==> config.mk <==
export PLATFORM = sky130hd
export DESIGN_NAME = dtc_top
export DESIGN_NICKNAME = d
export VERILOG_FILES = /design/src/pkg/dtc_pkg.sv /design/src/dtc_sync.sv /design/src/dtc_presc.sv /design/src/dtc_top.sv
export SDC_FILE = /design/constraint.sdc
export NUM_CORES = 1
export LEC_CHECK = 0
export ABC_AREA = 1
export BUFFER_PORTS_ARGS = -buffer_cell sky130_fd_sc_hd__buf_2
export CAP_MARGIN = 10
export CORE_UTILIZATION = 35
export CTS_CLUSTER_SIZE = 20
export DETAILED_ROUTE_END_ITERATION = 7
export SKIP_LAST_GASP = 1
export SLEW_MARGIN = 10
export SYNTH_ARGS = -nofsm -noshare
export SYNTH_HDL_FRONTEND = slang
export SYNTH_HIERARCHICAL = 1
export SYNTH_SLANG_ARGS = --single-unit
export TNS_END_PERCENT = 50
==> constraint.sdc <==
create_clock -name I_CLK -period 4.25 [get_ports I_CLK]
set_input_delay 1.275 -clock I_CLK [delete_from_list [all_inputs] [get_ports I_CLK]]
set_output_delay 1.275 -clock I_CLK [all_outputs]
set_load 0.005 [all_outputs]
==> src/pkg/dtc_pkg.sv <==
// Shared constants for the dual timer with capture/reload block.
// Assumes a 32-bit APB master and a single 25 MHz system clock.
package dtc_pkg;
   localparam int          DTC_TW        = 16;       // Timer width
   localparam int          DTC_AW        = 8;        // APB address width
   localparam int          DTC_PSW       = 4;        // Prescaler exponent width
   localparam int          DTC_MIN_RES   = 2;        // Finest resolution in clocks
   // Register byte addresses
   localparam logic [7:0]  ADDR_AUX_CTL  = 8'h00;
   localparam logic [7:0]  ADDR_CORE_CTL = 8'h04;
   localparam logic [7:0]  ADDR_PRESC    = 8'h08;
   localparam logic [7:0]  ADDR_AUX_CNT  = 8'h0C;
   localparam logic [7:0]  ADDR_CORE_CNT = 8'h10;
   localparam logic [7:0]  ADDR_CAPTURE_RELOAD_REGISTER   = 8'h14;
   localparam logic [7:0]  ADDR_CAP_CTL  = 8'h18;
   localparam logic [7:0]  ADDR_INT_STAT = 8'h1C;
   localparam logic [7:0]  ADDR_INT_EN   = 8'h20;
   localparam logic [7:0]  ADDR_INT_CLR  = 8'h24;
   // Timer control fields
   localparam int          CTL_SRC_LSB   = 0;        // 2-bit clock source
   localparam int          CTL_DOWN      = 2;        // Software direction, 1 = down
   localparam int          CTL_EXTDIR    = 3;        // Direction from input level
   localparam int          CTL_RUN       = 4;        // Timer runs
   localparam int          CTL_RELOAD    = 5;        // Core only: reload on wrap
   localparam int          CTL_W         = 6;
   localparam logic [5:0]  CTL_RST       = 6'h00;
   // Capture control fields
   localparam int          CAP_EDGE_LSB  = 0;        // Bit0 rising, bit1 falling
   localparam int          CAP_SRC_LSB   = 2;        // 2-bit trigger source
   localparam int          CAP_CLR       = 4;        // Clear aux after capture
   localparam int          CAP_EN        = 5;        // Capture enabled
   localparam int          CAP_W         = 6;
   localparam logic [5:0]  CAP_RST       = 6'h00;
   localparam logic [3:0]  PRESC_RST     = 4'h0;
   localparam logic [15:0] CNT_RST       = 16'h0000;
   // Interrupt event bits
   localparam int          INT_CORE_WRAP = 0;
   localparam int          INT_AUX_WRAP  = 1;
   localparam int          INT_CAPTURE   = 2;
   localparam int          INT_W         = 3;
   // Synchronised input slots
   localparam int          SY_CAP        = 0;
   localparam int          SY_AUX_CLK    = 1;
   localparam int          SY_AUX_DIR    = 2;
   localparam int          SY_FM_CNT     = 3;
   localparam int          SY_FM_DIR     = 4;
   localparam int          SY_CORE_CLK   = 5;
   localparam int          SY_CORE_DIR   = 6;
   localparam int          SY_N          = 7;
   // Timer clock sources
   typedef enum logic [1:0] {
      SRC_PRESC = 2'h0,
      SRC_EXT   = 2'h1,
      SRC_TL    = 2'h2,
      SRC_NONE  = 2'h3
   } dtc_src_t;
   // Capture trigger sources
   typedef enum logic [1:0] {
      CSRC_PIN  = 2'h0,
      CSRC_FCNT = 2'h1,
      CSRC_FDIR = 2'h2,
      CSRC_FBOT = 2'h3
   } dtc_csrc_t;
endpackage

==> src/dtc_sync.sv <==
// Two-flop synchronisers with edge detection for a group of inputs.
// Assumes the inputs are asynchronous to i_clk.
`timescale 1ns/10ps
`default_nettype none
module dtc_sync #(
   parameter int W = 7
) (
   input  wire logic         i_clk,
   input  wire logic         i_reset_n,
   input  wire logic [W-1:0] i_async,
   output logic      [W-1:0] o_level,
   output logic      [W-1:0] o_rise,
   output logic      [W-1:0] o_fall
);
   // All state of the synchroniser
   typedef struct packed {
      logic [W-1:0] meta;   // First stage, read only by second stage
      logic [W-1:0] sync;   // Second stage
      logic [W-1:0] last;   // Previous synchronised level
   } dtc_sync_st_t;
   dtc_sync_st_t s_r;
   dtc_sync_st_t s_nxt;

   // Shift the chain each clock
   always_comb
   begin
      s_nxt      = s_r;
      s_nxt.meta = i_async;
      s_nxt.sync = s_r.meta;
      s_nxt.last = s_r.sync;
   end

   always_ff @(posedge i_clk or negedge i_reset_n)
   begin
      if (!i_reset_n)
         s_r <= '0;
      else
         s_r <= s_nxt;
   end

   // Edges compare stage two with stage three, never the first stage
   assign o_level = s_r.sync;
   assign o_rise  = s_r.sync & ~s_r.last;
   assign o_fall  = ~s_r.sync & s_r.last;
endmodule
`default_nettype wire

==> src/dtc_presc.sv <==
// Programmable prescaler: one-cycle tick every 2^(n+1) clocks.
// Assumes i_exp is a register on the same clock.
`timescale 1ns/10ps
`default_nettype none
module dtc_presc
   import dtc_pkg::*;
(
   input  wire logic               i_clk,
   input  wire logic               i_reset_n,
   input  wire logic [DTC_PSW-1:0] i_exp,
   output logic                    o_tick
);
   // All state of the prescaler
   typedef struct packed {
      logic [DTC_TW-1:0] cnt;   // Free-running divider
      logic              tick;  // Registered tick
   } dtc_presc_st_t;
   dtc_presc_st_t     s_r;
   dtc_presc_st_t     s_nxt;
   logic [DTC_TW-1:0] mask;

   // Smallest period is two clocks, so timers never resolve finer
   always_comb
   begin
      mask       = DTC_TW'((32'h2 << i_exp) - 32'h1);
      s_nxt      = s_r;
      s_nxt.cnt  = s_r.cnt + 16'h0001;
      s_nxt.tick = (s_r.cnt & mask) == mask;
   end

   always_ff @(posedge i_clk or negedge i_reset_n)
   begin
      if (!i_reset_n)
         s_r <= '0;
      else
         s_r <= s_nxt;
   end

   assign o_tick = s_r.tick;
endmodule
`default_nettype wire

==> src/dtc_top.sv <==
// Second timer module: aux timer, core timer, capture/reload register, APB.
// Assumes an APB3 master on I_CLK; all event pins are asynchronous.
`timescale 1ns/10ps
`default_nettype none
module dtc_top
   import dtc_pkg::*;
(
   input  wire logic                     I_CLK,
   input  wire logic                     I_RESET_N,
   input  wire logic                     I_PSEL,
   input  wire logic                     I_PENABLE,
   input  wire logic                     I_PWRITE,
   input  wire logic [dtc_pkg::DTC_AW-1:0] I_PADDR,
   input  wire logic [31:0]              I_PWDATA,
   output logic      [31:0]              O_PRDATA,
   output logic                          O_PREADY,
   output logic                          O_PSLVERR,
   input  wire logic                     I_CAPTURE_INPUT,
   input  wire logic                     I_AUX_CLOCK_INPUT,
   input  wire logic                     I_AUX_DIRECTION_INPUT,
   input  wire logic                     I_FIRST_MODULE_COUNT_INPUT,
   input  wire logic                     I_FIRST_MODULE_DIRECTION_INPUT,
   input  wire logic                     I_CORE_TIMER_CLOCK_INPUT,
   input  wire logic                     I_CORE_TIMER_DIRECTION_INPUT,
   output logic                          O_TOGGLE_LATCH_OUTPUT,
   output logic                          O_CC_UNIT_TIMERS_CLK,
   output logic                          O_IRQ
);
   import dtc_pkg::*;

   // All block state; both timers sixteen bits
   typedef struct packed {
      logic [CTL_W-1:0]   aux_ctl;     // Aux timer control
      logic [CTL_W-1:0]   core_ctl;    // Core timer control
      logic [DTC_PSW-1:0] presc;       // Prescaler exponent
      logic [CAP_W-1:0]   cap_ctl;     // Capture control
      logic [DTC_TW-1:0]  aux_cnt;     // Aux timer
      logic [DTC_TW-1:0]  core_cnt;    // Core timer
      logic [DTC_TW-1:0]  capture_reload_register;      // Capture/reload register
      logic               tl;          // Core toggle latch
      logic               core_wrap;   // Registered core wrap pulse
      logic [INT_W-1:0]   int_stat;    // Sticky events
      logic [INT_W-1:0]   int_en;      // Event enables
      logic               irq;         // Interrupt line
      logic [31:0]        prdata;      // Read data
      logic               pready;      // Access-phase answer
      logic               pslverr;     // Unmapped address flag
   } dtc_st_t;
   dtc_st_t s_r;
   dtc_st_t s_nxt;

   logic [SY_N-1:0] sy_lvl;       // Synchronised levels
   logic [SY_N-1:0] sy_rise;      // Synchronised rising edges
   logic [SY_N-1:0] sy_fall;      // Synchronised falling edges
   logic            presc_tick;   // Prescaler tick

   // Core clock and direction come from on-chip logic, not pins, but are
   // still synchronised since their source timing is unknown
   dtc_sync #(
      .W (SY_N)
   ) u_sync (
      .i_clk     (I_CLK),
      .i_reset_n (I_RESET_N),
      .i_async   ({I_CORE_TIMER_DIRECTION_INPUT, I_CORE_TIMER_CLOCK_INPUT,
                   I_FIRST_MODULE_DIRECTION_INPUT, I_FIRST_MODULE_COUNT_INPUT,
                   I_AUX_DIRECTION_INPUT, I_AUX_CLOCK_INPUT, I_CAPTURE_INPUT}),
      .o_level   (sy_lvl),
      .o_rise    (sy_rise),
      .o_fall    (sy_fall)
   );

   // Shared prescaler for both timers
   dtc_presc u_presc (
      .i_clk     (I_CLK),
      .i_reset_n (I_RESET_N),
      .i_exp     (s_r.presc),
      .o_tick    (presc_tick)
   );

   // Pick the count pulse for a timer from its configured source
   function automatic logic pick_tick(
      input logic [1:0] src,
      input logic       ptick,
      input logic       ext,
      input logic       tlc
   );
      logic t;
      t = 1'b0;
      case (dtc_src_t'(src))
         SRC_PRESC: t = ptick;
         SRC_EXT:   t = ext;
         SRC_TL:    t = tlc;
         default:   t = 1'b0;
      endcase
      return t;
   endfunction

   // Working signals of the combinational process
   logic                access;      // Access phase present
   logic                wr;          // Write completes this edge
   logic                rd_go;       // Access answered next edge, read or write
   logic                aux_down;    // Aux direction
   logic                core_down;   // Core direction
   logic                aux_tick;    // Aux counts this cycle
   logic                core_tick;   // Core counts this cycle
   logic                aux_wrap;    // Aux wraps this cycle
   logic                core_wrap;   // Core wraps this cycle
   logic                src_rise;    // Rising edge on capture source
   logic                src_fall;    // Falling edge on capture source
   logic                cap_trig;    // Capture fires
   logic [INT_W-1:0]    events;      // New event pulses
   logic [INT_W-1:0]    clr_mask;    // Software clear bits
   logic [DTC_TW-1:0]   wdata16;     // Low half of write data

   // Next-state logic for bus, timers, capture and interrupts
   always_comb
   begin
      s_nxt     = s_r;
      access    = I_PSEL & I_PENABLE;
      wr        = access & I_PWRITE & s_r.pready;
      rd_go     = access & ~s_r.pready;
      wdata16   = I_PWDATA[DTC_TW-1:0];
      clr_mask  = '0;

      // Direction: input level high means count down
      aux_down  = s_r.aux_ctl[CTL_EXTDIR] ? sy_lvl[SY_AUX_DIR] : s_r.aux_ctl[CTL_DOWN];
      core_down = s_r.core_ctl[CTL_EXTDIR] ? sy_lvl[SY_CORE_DIR]
                                           : s_r.core_ctl[CTL_DOWN];

      // Clock source selection aux may follow latch changes
      aux_tick  = s_r.aux_ctl[CTL_RUN] &
                  pick_tick(s_r.aux_ctl[CTL_SRC_LSB +: 2], presc_tick,
                            sy_rise[SY_AUX_CLK], s_r.core_wrap);
      core_tick = s_r.core_ctl[CTL_RUN] &
                  pick_tick(s_r.core_ctl[CTL_SRC_LSB +: 2], presc_tick,
                            sy_rise[SY_CORE_CLK], 1'b0);

      aux_wrap  = aux_tick & (aux_down ? (s_r.aux_cnt == 16'h0000)
                                       : (s_r.aux_cnt == 16'hFFFF));
      core_wrap = core_tick & (core_down ? (s_r.core_cnt == 16'h0000)
                                         : (s_r.core_cnt == 16'hFFFF));

      // Capture source and edge qualification
      case (dtc_csrc_t'(s_r.cap_ctl[CAP_SRC_LSB +: 2]))
         CSRC_PIN:
         begin
            src_rise = sy_rise[SY_CAP];
            src_fall = sy_fall[SY_CAP];
         end
         CSRC_FCNT:
         begin
            src_rise = sy_rise[SY_FM_CNT];
            src_fall = sy_fall[SY_FM_CNT];
         end
         CSRC_FDIR:
         begin
            src_rise = sy_rise[SY_FM_DIR];
            src_fall = sy_fall[SY_FM_DIR];
         end
         default:
         begin
            src_rise = sy_rise[SY_FM_CNT] | sy_rise[SY_FM_DIR];
            src_fall = sy_fall[SY_FM_CNT] | sy_fall[SY_FM_DIR];
         end
      endcase
      cap_trig = s_r.cap_ctl[CAP_EN] &
                 ((s_r.cap_ctl[CAP_EDGE_LSB] & src_rise) |
                  (s_r.cap_ctl[CAP_EDGE_LSB + 1] & src_fall));

      // Core timer: on a wrap either reload or roll over
      if (core_wrap && s_r.core_ctl[CTL_RELOAD])
         s_nxt.core_cnt = s_r.capture_reload_register;
      else if (core_tick)
         s_nxt.core_cnt = core_down ? s_r.core_cnt - 16'h0001
                                    : s_r.core_cnt + 16'h0001;
      // Toggle latch inverts on every wrap
      if (core_wrap)
         s_nxt.tl = ~s_r.tl;
      // Registered wrap pulse feeds aux and outward clock; the interrupt takes the unregistered wrap
      s_nxt.core_wrap = core_wrap;

      // Aux timer: clear after capture beats counting
      if (cap_trig && s_r.cap_ctl[CAP_CLR])
         s_nxt.aux_cnt = CNT_RST;
      else if (aux_tick)
         s_nxt.aux_cnt = aux_down ? s_r.aux_cnt - 16'h0001
                                  : s_r.aux_cnt + 16'h0001;

      // Software writes; counters take the written value over counting
      if (wr)
      begin
         case (I_PADDR)
            ADDR_AUX_CTL:  s_nxt.aux_ctl  = I_PWDATA[CTL_W-1:0];
            ADDR_CORE_CTL: s_nxt.core_ctl = I_PWDATA[CTL_W-1:0];
            ADDR_PRESC:    s_nxt.presc    = I_PWDATA[DTC_PSW-1:0];
            ADDR_CAP_CTL:  s_nxt.cap_ctl  = I_PWDATA[CAP_W-1:0];
            ADDR_AUX_CNT:  s_nxt.aux_cnt  = wdata16;
            ADDR_CORE_CNT: s_nxt.core_cnt = wdata16;
            ADDR_CAPTURE_RELOAD_REGISTER:   s_nxt.capture_reload_register   = wdata16;
            ADDR_INT_EN:   s_nxt.int_en   = I_PWDATA[INT_W-1:0];
            ADDR_INT_CLR:  clr_mask       = I_PWDATA[INT_W-1:0];
            default:       s_nxt.int_en   = s_r.int_en;
         endcase
      end

      // Capture wins over a software write to the same register
      if (cap_trig)
         s_nxt.capture_reload_register = s_r.aux_cnt;

      // Sticky status: a new event beats a clear in the same cycle
      events                  = '0;
      events[INT_CORE_WRAP]   = core_wrap;
      events[INT_AUX_WRAP]    = aux_wrap;
      events[INT_CAPTURE]     = cap_trig;
      s_nxt.int_stat = (s_r.int_stat & ~clr_mask) | events;
      s_nxt.irq      = |(s_nxt.int_stat & s_nxt.int_en);

      // APB answer: one wait cycle, then pready with data or error
      s_nxt.pready  = rd_go;
      s_nxt.pslverr = 1'b0;
      s_nxt.prdata  = 32'h0000_0000;
      if (rd_go)
      begin
         case (I_PADDR)
            ADDR_AUX_CTL:  s_nxt.prdata[CTL_W-1:0]   = s_r.aux_ctl;
            ADDR_CORE_CTL: s_nxt.prdata[CTL_W-1:0]   = s_r.core_ctl;
            ADDR_PRESC:    s_nxt.prdata[DTC_PSW-1:0] = s_r.presc;
            ADDR_CAP_CTL:  s_nxt.prdata[CAP_W-1:0]   = s_r.cap_ctl;
            ADDR_AUX_CNT:  s_nxt.prdata[DTC_TW-1:0]  = s_r.aux_cnt;
            ADDR_CORE_CNT: s_nxt.prdata[DTC_TW-1:0]  = s_r.core_cnt;
            ADDR_CAPTURE_RELOAD_REGISTER:   s_nxt.prdata[DTC_TW-1:0]  = s_r.capture_reload_register;
            ADDR_INT_STAT: s_nxt.prdata[INT_W-1:0]   = s_r.int_stat;
            ADDR_INT_EN:   s_nxt.prdata[INT_W-1:0]   = s_r.int_en;
            ADDR_INT_CLR:  s_nxt.prdata              = 32'h0000_0000;
            default:       s_nxt.pslverr             = 1'b1;
         endcase
      end
   end

   // Single state register; asynchronous reset to constants only
   always_ff @(posedge I_CLK or negedge I_RESET_N)
   begin
      if (!I_RESET_N)
      begin
         s_r          <= '0;
         s_r.aux_ctl  <= CTL_RST;
         s_r.core_ctl <= CTL_RST;
         s_r.presc    <= PRESC_RST;
         s_r.cap_ctl  <= CAP_RST;
      end
      else
         s_r <= s_nxt;
   end

   // Outputs straight from flip-flops
   assign O_PRDATA              = s_r.prdata;
   assign O_PREADY              = s_r.pready;
   assign O_PSLVERR             = s_r.pslverr;
   assign O_TOGGLE_LATCH_OUTPUT = s_r.tl;
   assign O_CC_UNIT_TIMERS_CLK  = s_r.core_wrap;
   assign O_IRQ                 = s_r.irq;
endmodule
`default_nettype wire

==> metrics <==
status finished, final reports clean; Total Die Area 25900 µm²; Gate Count Post-Synth between 1000 and 1500; postcts setup bufs 0; Site Rows 57; clock sinks about 130; Starting DRT DRC Count between 600 and 700; Clock Pin Slew Worst Setup and Hold Paths 70 ps; Worst Path Max Fanout 18; Setup crit end kind flop; Peak VDD IR approximately 0.18 mV; Leak 5.18 nW; Clock Skew 11.4 ps; Critical Path AT 3300 ps; final core occ 40.1%; worst slew pin tran 760 ps; final hold vios 0; WL final 23.8 mm; Slew Viols, Final 0; critical path launch point type input pin; CTS H-tree lvls 4; Rel. slew slack 49.3%; Final setup viols 0; Max Root-Sink Buffers 2; Final Cycle Share 69.2%; CTS buffer count 17; post-DR vias/cell 4.93; # DRC 0; Layout Area Growth over Synthesis 11.3%; Cell Area, Synth 8850 µm²; vias 8104; Hold/Removal Path Class flop to flop; Placer Congestion 0.907; Tmin final 2940 ps; vias in the first global route 7606; initial antenna violation count 0; core box area 24500 µm²; Starting Density 36.1%; Worst EP required 4610 ps; Crit Path Class input pin to flop; IO Port Bufs 56; fin nets 1392; CTS tree built; largest net degree at the start of global routing 55; max cap viols 0; Post-Route Setup TNS 0 ps; grt ovf 0; layout cells sized above 1 around a tenth; global-route wire length before repair between 30 and 40 mm; Root Buffer clkbuf_16; HPWL Detailed around 18 mm; total track usage 18.9%; TritonRoute pass-1 iters 6; IO Pins 89; post-cts resize count 0; hold_buf cts 0; DIE WIDTH 161 µm; Yosys Warn Count 6; RSZ-0062 raised after global routing false; Cell Pwr Density about 300 nW/µm²; Max Fclk roughly 0.34 GHz; Clk Latency, worst-skew pair 430 ps; die height between 150 and 200 µm; ANT cells 0; antenna violation net count after detailed routing 0; WL/cell about 14 µm; syn_area_per_cell roughly 7 µm²
## worst max-delay path: stages
cell     delay, ps
buf_2           90
nor2_1         180
nand2_1        140
nor2_2         220
nand2_1        400
nor2_4         460
inv_2          230
o21ai_0        130
nor2_1          80
nor2_1          80
## area by class of cell
type / count / area (µm²)
fillers: 2601 / 14700
multi-input cells: 916 / 4530
flip-flops and latches: 133 / 3330
inverters: 179 / 674
clock buffers: 18 / 439
well taps: 324 / 405
repair buffers: 61 / 337
clock inverters: 14 / 134
## layout by cell type (no fill, tap or decap), types with 3 or more instances in the layout
cell / instances
inv_6: 6
o22ai_1: 15
buf_4: 4
nand4_1: 7
nor2_1: 134
inv_2: 6
dfrtp_1: 133
nor3_1: 16
and2_1: 3
conb_1: 16
o21bai_1: 3
nor3_2: 5
xnor2_1: 6
inv_1: 172
clkbuf_16: 17
ha_1: 30
nand3b_1: 5
nor2_2: 8
nand3_1: 77
o221ai_1: 4
buf_2: 55
nand3_2: 4
xor2_1: 18
o21ai_1: 21
a21oi_1: 59
inv_8: 4
nand2_1: 368
o211ai_1: 7
o21ai_0: 84
## layer usage
metal | vias to the layer above | wire, µm | part of all wire [%] | GRT usage, %
li1 | 4086 | - | - | -
met1 | 3718 | 11300 | 47 | 26.8
met2 | 265 | 10600 | 45 | 29.5
met3 | 35 | 1370 | 5.8 | 2.77
met4 | 0 | 498 | 2.1 | 6.13
met5 | - | 0 | 0 | 0
## through the flow
stage          std cells  hold WS [ps]  cell area (µm²)  setup WS, ps  power, mW
4_1_cts             1645           350             9850          1330       2.96
5_1_grt             1645           353             9850          1050       3.03
2_1_floorplan       1285           331             8900          1760       1.43
3_5_place_dp        1613           335             9270           915       1.51
3_3_place_gp        1613           337             9270           943       1.51
6_report            1645           348             9850          1310       2.93
## worst paths after layout
| path | startpoint | end | slack (ps) | cells after the start |
|---|---|---|---|---|
| worst max-delay path | I_PADDR[1] | s_r[69]$_DFF_PN0_ | 1310 | 10 |
| worst min-delay path | u_sync/s_nxt[10]$_DFF_PN0_ | u_sync/o_level[3]$_DFF_PN0_ | 350 | 0 |
| worst max register to register | s_r[110]$_DFFE_PN0P_ | s_r[83]$_DFF_PN0_ | 1310 | 14 |
| worst min register to register | u_sync/s_nxt[10]$_DFF_PN0_ | u_sync/o_level[3]$_DFF_PN0_ | 350 | 0 |
| max in group asynchronous | I_RESET_N | s_r[65]$_DFF_PN0_ | 2620 | 2 |
| min in group asynchronous | I_RESET_N | s_r[72]$_DFF_PN0_ | 790 | 1 |
## report_power, final
group	internal [mW]	leakage (nW)	switching [mW]	total, mW
clock	0.792	0.279	0.648	1.44
combinational	0.0557	3.20	0.123	0.179
sequential	1.29	1.70	0.0206	1.31
total	2.13	5.18	0.792	2.93
## flip-flops by register name, indices dropped and copies added, names as in the netlist
register	count
O_PREADY	1
O_IRQ	1
O_PRDATA	16
u_sync/s_r	5
u_sync/o_level	7
u_presc/o_tick	1
s_r	76
u_sync/s_nxt	7
O_TOGGLE_LATCH_OUTPUT	1
O_CC_UNIT_TIMERS_CLK	1
u_presc/s_r	16
O_PSLVERR	1
(Power assumes the default switching activity.)
